[src/lcgim_pkg.sv]
// package for the logic cell gate input matrix: register map, field layout, reset values
// assumes a 32-bit AXI4-Lite register bus; offsets are byte addresses
`default_nettype none
package lcgim_pkg;
    localparam logic [3:0]  LCGIM_OFF_SEL_LOW   = 4'h0;   // gate_select_low
    localparam logic [3:0]  LCGIM_OFF_SEL_HIGH  = 4'h4;   // gate_select_high
    localparam logic [3:0]  LCGIM_OFF_POLARITY  = 4'h8;   // gate output invert bits
    localparam logic [3:0]  LCGIM_OFF_SOURCE    = 4'hC;   // four 3-bit source selects
    localparam logic [15:0] LCGIM_RST_SEL_LOW   = 16'h0000;
    localparam logic [15:0] LCGIM_RST_SEL_HIGH  = 16'h0000;
    localparam logic [3:0]  LCGIM_RST_POLARITY  = 4'h0;
    localparam logic [15:0] LCGIM_RST_SOURCE    = 16'h0000;
    localparam logic [15:0] LCGIM_SOURCE_MASK   = 16'h7777; // unimplemented bits read zero
    localparam int          LCGIM_GATE_BYTE_W   = 8;        // one byte of enables per gate
    localparam int          LCGIM_SRC_FIELD_W   = 4;        // source select nibble pitch
    localparam logic [1:0]  LCGIM_RESP_OKAY     = 2'b00;
    localparam logic [1:0]  LCGIM_RESP_SLVERR   = 2'b10;

    // one gate's enables: source 4 true at the top, source 1 inverted at the bottom
    typedef struct packed {
        logic s4_true;
        logic s4_inv;
        logic s3_true;
        logic s3_inv;
        logic s2_true;
        logic s2_inv;
        logic s1_true;
        logic s1_inv;
    } lcgim_gate_en_t;

    typedef struct packed {
        logic [3:0] gate_out;     // after polarity
        logic [3:0] gate_raw;     // before polarity
        logic [3:0] source_data;  // selected data sources 4..1
    } lcgim_status_t;

    typedef enum logic [2:0] {
        LCGIM_W_IDLE = 3'b001,
        LCGIM_W_RESP = 3'b010,
        LCGIM_W_HOLD = 3'b100
    } lcgim_wstate_t;
endpackage : lcgim_pkg
`default_nettype wire

[src/lcgim_matrix.sv]
// logic cell gate input matrix: source muxes, per-gate enable OR, polarity, AXI4-Lite registers
// assumes candidate signals and AXI inputs are synchronous to clk; one write and one read at a time
//
// Added by the designer: register access over AXI4-Lite and the register offsets.
`default_nettype none
module lcgim_matrix
    import lcgim_pkg::*;
(
    input  wire logic        clk,            // 20 MHz clock
    input  wire logic        rst,            // synchronous reset, active high
    input  wire logic [7:0]  source1_cands,  // eight candidates for source 1
    input  wire logic [7:0]  source2_cands,  // eight candidates for source 2
    input  wire logic [7:0]  source3_cands,  // eight candidates for source 3
    input  wire logic [7:0]  source4_cands,  // eight candidates for source 4
    output logic [3:0]       gate_out,       // registered gate outputs to the logic cell
    input  wire logic [3:0]  s_axi_awaddr,   // write address
    input  wire logic        s_axi_awvalid,  // write address valid
    output logic             s_axi_awready,  // write address ready
    input  wire logic [31:0] s_axi_wdata,    // write data
    input  wire logic [3:0]  s_axi_wstrb,    // write byte strobes
    input  wire logic        s_axi_wvalid,   // write data valid
    output logic             s_axi_wready,   // write data ready
    output logic [1:0]       s_axi_bresp,    // write response
    output logic             s_axi_bvalid,   // write response valid
    input  wire logic        s_axi_bready,   // write response ready
    input  wire logic [3:0]  s_axi_araddr,   // read address
    input  wire logic        s_axi_arvalid,  // read address valid
    output logic             s_axi_arready,  // read address ready
    output logic [31:0]      s_axi_rdata,    // read data
    output logic [1:0]       s_axi_rresp,    // read response
    output logic             s_axi_rvalid,   // read data valid
    input  wire logic        s_axi_rready    // read data ready
);

    logic [15:0]   gate_select_low_r;
    logic [15:0]   gate_select_high_r;
    logic [3:0]    gate_polarity_r;
    logic [15:0]   source_select_r;
    logic [3:0]    source_data;
    logic [3:0]    gate_raw;
    lcgim_status_t status;

    // byte-strobed update of a 16-bit register
    function automatic logic [15:0] lcgim_merge(input logic [15:0] old_v, input logic [31:0] d,
                                                input logic [3:0] strb);
        logic [15:0] v;
        v = old_v;
        if (strb[0]) begin
            v[7:0] = d[7:0];
        end
        if (strb[1]) begin
            v[15:8] = d[15:8];
        end
        return v;
    endfunction : lcgim_merge

    // OR of the enabled true and inverted terms of one gate
    function automatic logic lcgim_gate(input lcgim_gate_en_t en, input logic [3:0] d);
        logic g;
        g = 1'b0;
        g = g | (en.s1_true & d[0]) | (en.s1_inv & ~d[0]);
        g = g | (en.s2_true & d[1]) | (en.s2_inv & ~d[1]);
        g = g | (en.s3_true & d[2]) | (en.s3_inv & ~d[2]);
        g = g | (en.s4_true & d[3]) | (en.s4_inv & ~d[3]);
        return g;
    endfunction : lcgim_gate

    function automatic logic lcgim_decode_ok(input logic [3:0] a);
        return (a == LCGIM_OFF_SEL_LOW) || (a == LCGIM_OFF_SEL_HIGH) ||
               (a == LCGIM_OFF_POLARITY) || (a == LCGIM_OFF_SOURCE);
    endfunction : lcgim_decode_ok

    // source multiplexers
    always_comb begin
        source_data[0] = source1_cands[source_select_r[2:0]];
        source_data[1] = source2_cands[source_select_r[6:4]];
        source_data[2] = source3_cands[source_select_r[10:8]];
        source_data[3] = source4_cands[source_select_r[14:12]];
    end

    // gate byte placement
    always_comb begin
        gate_raw[0] = lcgim_gate(lcgim_gate_en_t'(gate_select_low_r[7:0]), source_data);
        gate_raw[1] = lcgim_gate(lcgim_gate_en_t'(gate_select_low_r[15:8]), source_data);
        gate_raw[2] = lcgim_gate(lcgim_gate_en_t'(gate_select_high_r[7:0]), source_data);
        gate_raw[3] = lcgim_gate(lcgim_gate_en_t'(gate_select_high_r[15:8]), source_data);
    end

    // registered so the cell sees glitch-free levels; costs one cycle of latency
    always_ff @(posedge clk) begin
        if (rst) begin
            gate_out <= 4'h0;
        end else begin
            gate_out <= gate_raw ^ gate_polarity_r;
        end
    end

    // one driver for the whole struct; per-member continuous drives upset some front ends
    assign status = lcgim_status_t'({gate_out, gate_raw, source_data});

    // write channel: address and data accepted together or in either order
    lcgim_wstate_t wstate_r;
    logic          aw_held_r;
    logic          w_held_r;
    logic [3:0]    awaddr_r;
    logic [31:0]   wdata_r;
    logic [3:0]    wstrb_r;
    logic          aw_now;
    logic          w_now;
    logic          do_write;
    logic [3:0]    wa;
    logic [31:0]   wd;
    logic [3:0]    ws;

    assign s_axi_awready = (wstate_r == LCGIM_W_IDLE) && !aw_held_r;
    assign s_axi_wready  = (wstate_r == LCGIM_W_IDLE) && !w_held_r;
    assign aw_now        = s_axi_awvalid && s_axi_awready;
    assign w_now         = s_axi_wvalid && s_axi_wready;
    assign do_write      = (wstate_r == LCGIM_W_IDLE) && (aw_now || aw_held_r) && (w_now || w_held_r);
    assign wa            = aw_held_r ? awaddr_r : s_axi_awaddr;
    assign wd            = w_held_r ? wdata_r : s_axi_wdata;
    assign ws            = w_held_r ? wstrb_r : s_axi_wstrb;

    always_ff @(posedge clk) begin
        if (rst) begin
            aw_held_r <= 1'b0;
            w_held_r  <= 1'b0;
            awaddr_r  <= 4'h0;
            wdata_r   <= 32'h0000_0000;
            wstrb_r   <= 4'h0;
        end else if (do_write) begin
            aw_held_r <= 1'b0;
            w_held_r  <= 1'b0;
        end else begin
            if (aw_now) begin
                aw_held_r <= 1'b1;
                awaddr_r  <= s_axi_awaddr;
            end
            if (w_now) begin
                w_held_r <= 1'b1;
                wdata_r  <= s_axi_wdata;
                wstrb_r  <= s_axi_wstrb;
            end
        end
    end

    always_ff @(posedge clk) begin
        if (rst) begin
            wstate_r    <= LCGIM_W_IDLE;
            s_axi_bvalid <= 1'b0;
            s_axi_bresp  <= LCGIM_RESP_OKAY;
        end else begin
            case (wstate_r)
                LCGIM_W_IDLE: begin
                    if (do_write) begin
                        wstate_r     <= LCGIM_W_RESP;
                        s_axi_bvalid <= 1'b1;
                        s_axi_bresp  <= lcgim_decode_ok(wa) ? LCGIM_RESP_OKAY : LCGIM_RESP_SLVERR;
                    end
                end
                LCGIM_W_RESP: begin
                    if (s_axi_bready) begin
                        wstate_r     <= LCGIM_W_IDLE;
                        s_axi_bvalid <= 1'b0;
                    end
                end
                default: begin
                    wstate_r     <= LCGIM_W_IDLE;
                    s_axi_bvalid <= 1'b0;
                end
            endcase
        end
    end

    // register storage
    always_ff @(posedge clk) begin
        if (rst) begin
            gate_select_low_r  <= LCGIM_RST_SEL_LOW;
            gate_select_high_r <= LCGIM_RST_SEL_HIGH;
            gate_polarity_r    <= LCGIM_RST_POLARITY;
            source_select_r    <= LCGIM_RST_SOURCE;
        end else if (do_write) begin
            case (wa)
                LCGIM_OFF_SEL_LOW:  gate_select_low_r  <= lcgim_merge(gate_select_low_r, wd, ws);
                LCGIM_OFF_SEL_HIGH: gate_select_high_r <= lcgim_merge(gate_select_high_r, wd, ws);
                LCGIM_OFF_POLARITY: begin
                    if (ws[0]) begin
                        gate_polarity_r <= wd[3:0];
                    end
                end
                LCGIM_OFF_SOURCE:   source_select_r <= lcgim_merge(source_select_r, wd, ws) & LCGIM_SOURCE_MASK;
                default: ;
            endcase
        end
    end

    // read channel: one cycle to answer, holds until rready
    assign s_axi_arready = !s_axi_rvalid;

    always_ff @(posedge clk) begin
        if (rst) begin
            s_axi_rvalid <= 1'b0;
            s_axi_rdata  <= 32'h0000_0000;
            s_axi_rresp  <= LCGIM_RESP_OKAY;
        end else if (s_axi_arvalid && s_axi_arready) begin
            s_axi_rvalid <= 1'b1;
            s_axi_rresp  <= LCGIM_RESP_OKAY;
            case (s_axi_araddr)
                LCGIM_OFF_SEL_LOW:  s_axi_rdata <= {16'h0000, gate_select_low_r};
                LCGIM_OFF_SEL_HIGH: s_axi_rdata <= {16'h0000, gate_select_high_r};
                LCGIM_OFF_POLARITY: s_axi_rdata <= {16'h0000, status, gate_polarity_r};
                LCGIM_OFF_SOURCE:   s_axi_rdata <= {16'h0000, source_select_r};
                default: begin
                    s_axi_rdata <= 32'h0000_0000;
                    s_axi_rresp <= LCGIM_RESP_SLVERR;
                end
            endcase
        end else if (s_axi_rvalid && s_axi_rready) begin
            s_axi_rvalid <= 1'b0;
        end
    end
endmodule : lcgim_matrix
`default_nettype wire

[config.mk]
export PLATFORM = sky130hd
export DESIGN_NAME = lcgim_matrix
export DESIGN_NICKNAME = d
export VERILOG_FILES = /design/src/lcgim_pkg.sv /design/src/lcgim_matrix.sv
export SDC_FILE = /design/constraint.sdc
export NUM_CORES = 1
export LEC_CHECK = 0
export BUFFER_PORTS_ARGS = -buffer_cell sky130_fd_sc_hd__buf_2
export CORE_UTILIZATION = 41
export DETAILED_ROUTE_END_ITERATION = 10
export PLACE_DENSITY = 0.67
export SETUP_SLACK_MARGIN = 0.3
export SLEW_MARGIN = 5
export SYNTH_ARGS = -nofsm -noshare
export SYNTH_HDL_FRONTEND = slang
export SYNTH_SLANG_ARGS = --single-unit
[constraint.sdc]
create_clock -name clk -period 1.76 [get_ports clk]
set_input_delay 0.088 -clock clk [delete_from_list [all_inputs] [get_ports clk]]
set_output_delay 0.088 -clock clk [all_outputs]
set_load 0.01 [all_outputs]
==> Yosys cells after proc, flatten, opt, wreduce, memory -nomap -nowiden <==
Index checks and enable logic that the tools add are counted.
{ "totals": {"register_bits": 117, "latch_bits": 0, "ramBits": 0, "mem_bits_ro": 0, "elab_cells": 153, "mem_count": 0} }
{ "classes": {"n_addsub": 0, "mul": 0, "div_mod_pow": 0, "magnitude_cmp": 4, "n_eq_ne": 10, "shifts": 0, "muxes": 22, "bitwise": 66, "reduce_logical": 32} }
{ "op_table": {"columns": ["op", "count"], "rows": [
  ["case mux 16 bit (4 select lines)", 1],
  ["AND 1 bit", 32],
  ["bitwise OR 1 bit", 28],
  ["AND reduction 3 bit", 7],
  ["== test 4 bit (second input constant)", 4],
  ["less-than comparator 3 x 4 -> 1 bit (second input constant)", 4],
  ["two-way mux 16 bit", 1],
  ["binary-select mux 1 bit (select 3 bit)", 4],
  ["== test 4 x 3 -> 1 bit (second input constant)", 2],
  ["logical AND 1 bit", 8],
  ["zero test 4 bit", 2],
  ["two-way mux 1 bit", 8],
  ["AND reduction 2 bit", 4],
  ["two-way mux 2 bit", 3],
  ["two-way mux 3 bit", 2],
  ["case mux 3 bit (2 select lines)", 1],
  ["logical OR 1 bit", 5],
  ["NOT 1 bit", 5],
  ["two-way mux 4 bit", 1],
  ["!= test 2 bit (second input constant)", 2],
  ["OR reduction 4 bit", 1],
  ["XOR 4 bit", 1],
  ["== test 3 x 1 -> 1 bit (second input constant)", 1],
  ["== test 3 x 2 -> 1 bit (second input constant)", 1],
  ["4 further kinds", 6]
]} }

==> Logic depth before layout (Yosys ltp) <==
{ "logic_depth": {"word_depth": 12, "ltp_mapped": 8} }

==> Worst setup path after synthesis <==
Ideal clock, no wire load.
{ "synth_timing": {"kind": "reg-to-reg", "start": "register source_select_r[0]", "end": "register gate_out[0]", "setup_ns": 0.121, "arrival_time_ns": 1.754, "t_required_ns": 1.639, "slack_ns": -0.115, "stages_incl_launch_ff": 7, "period_less_slack_ns": 1.875, "path_cell_list": "dfxtp_1 > buf_4 > mux2i_1 > mux4_2 > mux2i_1 > and4_1 > mux2_2"} }
{ "synth_between": {"elab_chain_cells": 12, "word_cells_on_any_way": 13, "cone_classes": "mux: 2; bitwise: 11"} }
{ "synth_rtl": {"columns": ["item", "line_no", "source"], "rows": [
  ["from (decl)", "lcgim_matrix.sv:38", "logic [15:0] source_select_r;"],
  ["from (signal assigned)", "lcgim_matrix.sv:191", "LCGIM_OFF_SOURCE: source_select_r <= lcgim_merge(source_select_r, wd, ws) & LCGIM_SOURCE_MASK;"],
  ["binary-select mux 1 bit (select 3 bit) *", "lcgim_matrix.sv:75", "source_data[0] = source1_cands[source_select_r[2:0]];"],
  ["two-way mux 1 bit (implied by the code) *", "lcgim_matrix.sv:75", null],
  ["NOT 1 bit", "lcgim_matrix.sv:61", "g = g | (en.s1_true & d[0]) | (en.s1_inv & ~d[0]);"],
  ["AND 1 bit", "lcgim_matrix.sv:61", null],
  ["bitwise OR 1 bit *", "lcgim_matrix.sv:61", null],
  ["bitwise OR 1 bit * (2 in series)", "lcgim_matrix.sv:62", "g = g | (en.s2_true & d[1]) | (en.s2_inv & ~d[1]);"],
  ["bitwise OR 1 bit * (2 in series)", "lcgim_matrix.sv:63", "g = g | (en.s3_true & d[2]) | (en.s3_inv & ~d[2]);"],
  ["bitwise OR 1 bit * (2 in series)", "lcgim_matrix.sv:64", "g = g | (en.s4_true & d[3]) | (en.s4_inv & ~d[3]);"],
  ["XOR 4 bit *", "lcgim_matrix.sv:94", "gate_out <= gate_raw ^ gate_polarity_r;"],
  ["to (signal assigned)", "lcgim_matrix.sv:94", null],
  ["to (decl)", "lcgim_matrix.sv:15", "output logic [3:0] gate_out,"]
]} }
Every way passes the cells marked *; elsewhere a longest branch is shown, timed or not. The select of a mux whose other input is x is not followed.
A chain may end at the register's enable or synchronous reset.

==> Worst setup path in the final report <==
Ends and elaborated chain as after synthesis.

==> flow_summary.ini <==
[global_routing]
grt_pass1_vias = 4325
grt_busiest_layer = met2
track_usage_pct = 23.1
grt_use_met1_pct = 27.5
use_met3_pct = 4.17
grt_max_degree = 30
grt_antenna_before_repair = 0
grt_pass1_wl_um = 21400
use_met2_pct = 42.1
grt_remaining_overflow = 0

[pwr]
p_leak_uw = 0.00300
power.internal_uw = 3820
switchingPower_uw = 1480
power_density_nw_per_um2 = 748
power_frac_seq_pct = 43.5
power_frac_clock_pct = 36.3
swShare_pct = 28.0
pwr-share-comb_pct = 20.1
vdd_drop_max_mv = 0.499
finalPower_uw = 5300

[synth]
synth_edf_count = 0
netlist_area_um2 = 4820
synth_cell_types = 40
async_flop_share_pct = 0
synthCells = 497
synth_top_area_share_pct = 40.3
synthFlopType = dfxtp_1
ys_top_cells_by_area = dfxtp_1, mux2i_1, nor2_1
synth.most_common_cell = dfxtp_1
yosysWarnings = 0
yosysTopAreaCell = dfxtp_1
ys_ff_latch = 97
synthTopCellsByCount = dfxtp_1, nor2_1, mux2i_1
syn_area_per_cell_um2 = 9.69
ys_seq_area_share_pct = 40.3

[clock_network]
h-tree-depth = 3
clock_latency_ns = 0.35
cts-root-buf = clkbuf_16
cts_made_buffers = 9
path_clk_slew_ns = 0.07
cts.path.max_buffers = 2
cts_tree = yes
cts.sinks = 97

[worst_setup_path]
cp_data_arrival_time_ns = 2.22
max_stage_delay_ns = 0.60
path_max_fanout = 5
crit_path_cell_trace = mux2i_1 > mux4_2 > mux2i_2 > and4_4 > mux2_4
cp_data_required_time_ns = 2.00
end_kind = flop
worst_path_max_delay_cell = mux4_2
critical_path_class = reg -> reg
startpoint_type = flop

[sta]
relSlewSlack_pct = 60.3
drv_slew = 0
max_slew.worst_pin.slew_ns = 0.596
layout_min_cycle_time_ns = 1.99
finalCritPeriodShare_pct = 113
rsz0062_at_grt = true
skew_ns = 0.0103
fin_ws_ns = -0.225
setup_violations = 33
max_freq_ghz = 0.504
finalHoldViolCount = 2
whs_ns = -0.00444

[route]
drcViolationCount = 0
postRouteAntennaNets = 0
first_pass_iters = 4
wl_per_cell_um = 17.2
wirelength_um = 14200
via_count = 4421
drt_first_iter_violations = 241
vias_per_cell = 5.37

[finish]
final_nets = 758
final_core_util_pct = 62.1
finalInstanceArea_um2 = 7090
final_cell_count_no_fill = 823
fill_cells = 907
layout-drive-gt1-share_pct = 44.6
area.growth.synth_to_final_pct = 47.1
antennaDiodeCount = 0

[die]
die_y_um = 110
fp-row-count = 39
dieArea_um2 = 12200
core_area_um2 = 11400
ios = 128
die_w_um = 110
start_util_pct = 42.2

[status]
status = complete, but fails checks
violations = hold timing, setup timing

[run]
maxCapViolations = 0

[placement]
placed_area_um2 = 5690
dp_hpwl_um = 8950
io_buffers = 91
dp_cells = 738
gp_congestion = 0.915

[worst_hold_path]
hp-class = in -> reg
## routing by layer
metal  vias up  share of wire [%]
met2       149                 52
met5         -                  0
met1      2146                 41
met3        21                4.7
met4         0                1.7
li1       2105                  -
## per-stage QoR
stage                     setup TNS [ns]  worst slack [ns]
final                              -2.02            -0.225
after CTS                         -0.713            -0.157
after detailed placement           -1.37            -0.250
after global placement            -0.732            -0.151
after floorplan                   -0.431           -0.0650
after global routing               -5.17            -0.271
## power groups by stage
stage | Sequential (uW) | Combinational, uW | Clock, uW
6_report | 2310 | 1070 | 1930
3_3_place_gp | 2360 | 715 | 0
5_1_grt | 2320 | 1150 | 2030
4_1_cts | 2310 | 953 | 1920
2_1_floorplan | 2340 | 526 | 0
3_5_place_dp | 2360 | 730 | 0
## worst max-delay path, delay by kind of cell, from the launching register on
kind             cells  cell delay, ns
AND/OR/NAND/NOR      1            0.25
multiplexers         4            1.25
flip-flops           1            0.37
## final cells by class
type                       count  area, um^2  share of cell area, %
clock buffer                  10         239                   3.37
multi-input combinational    366        3010                   42.4
timing repair buffer         198        1640                   23.1
clock inverter                 6        48.8                  0.689
inverter                       3        11.3                  0.159
sequential                    97        1960                   27.7
tap                          143         179                   2.53
## logic make-up (layout without fill, tap and decap cells)
logic type | Yosys count | after routing | share of synthesized area (%)
flops | 97 | 97 | 40.3
other cells | 1 | 18 | 0.0779
buf+inv | 51 | 217 | 5.98
mux | 120 | 120 | 27.3
simple gates | 160 | 160 | 16.6
compound gates | 68 | 68 | 9.77
## final timing paths
check | from | endpoint | slack, ns | cells after the start
setup / recovery | source_select_r[0]$_SDFFE_PP0P_ | gate_out[0]$_SDFF_PP0_ | -0.23 | 5
hold / removal | s_axi_wdata[0] | wdata_r[0]$_SDFFE_PP0P_ | -0.004 | 3
setup reg to reg | source_select_r[0]$_SDFFE_PP0P_ | gate_out[0]$_SDFF_PP0_ | -0.23 | 5
hold reg to reg | s_axi_rresp[1]$_SDFFE_PP0P_ | s_axi_rresp[1]$_SDFFE_PP0P_ | 0.46 | 2
## registers in the layout, indices dropped and copies added, names as in the netlist, 2 cells and up
name / flops
gate_select_low_r: 16
s_axi_rdata: 16
awaddr_r: 4
source_select_r: 12
wdata_r: 16
wstrb_r: 2
gate_out: 4
gate_select_high_r: 16
gate_polarity_r: 4
## timing repair
item                       in CTS  in global routing
setup endpoints to repair      78                 82
buffers inserted               27                 21
pin swaps                      29                 40
hold buffers                   15                  0
cloned                          5                  1
resized for setup              71                 47
hold endpoints to repair       15                  0
## cell usage in the layout (no fill, tap or decap), types with 7 or more instances in the layout
cell,count
nand3b_1,10
clkbuf_16,10
conb_1,18
nor2_4,12
nand2_1,13
o21ai_0,9
mux4_2,7
buf_6,38
a211oi_2,19
mux2i_1,90
dfxtp_1,89
mux2_2,12
buf_2,91
a22oi_1,17
nor2_2,7
nor2_1,79
buf_12,8
dlygate4sd3_1,15
buf_4,41
nor2b_1,8
Note: power is estimated with default switching activity, not from simulation.
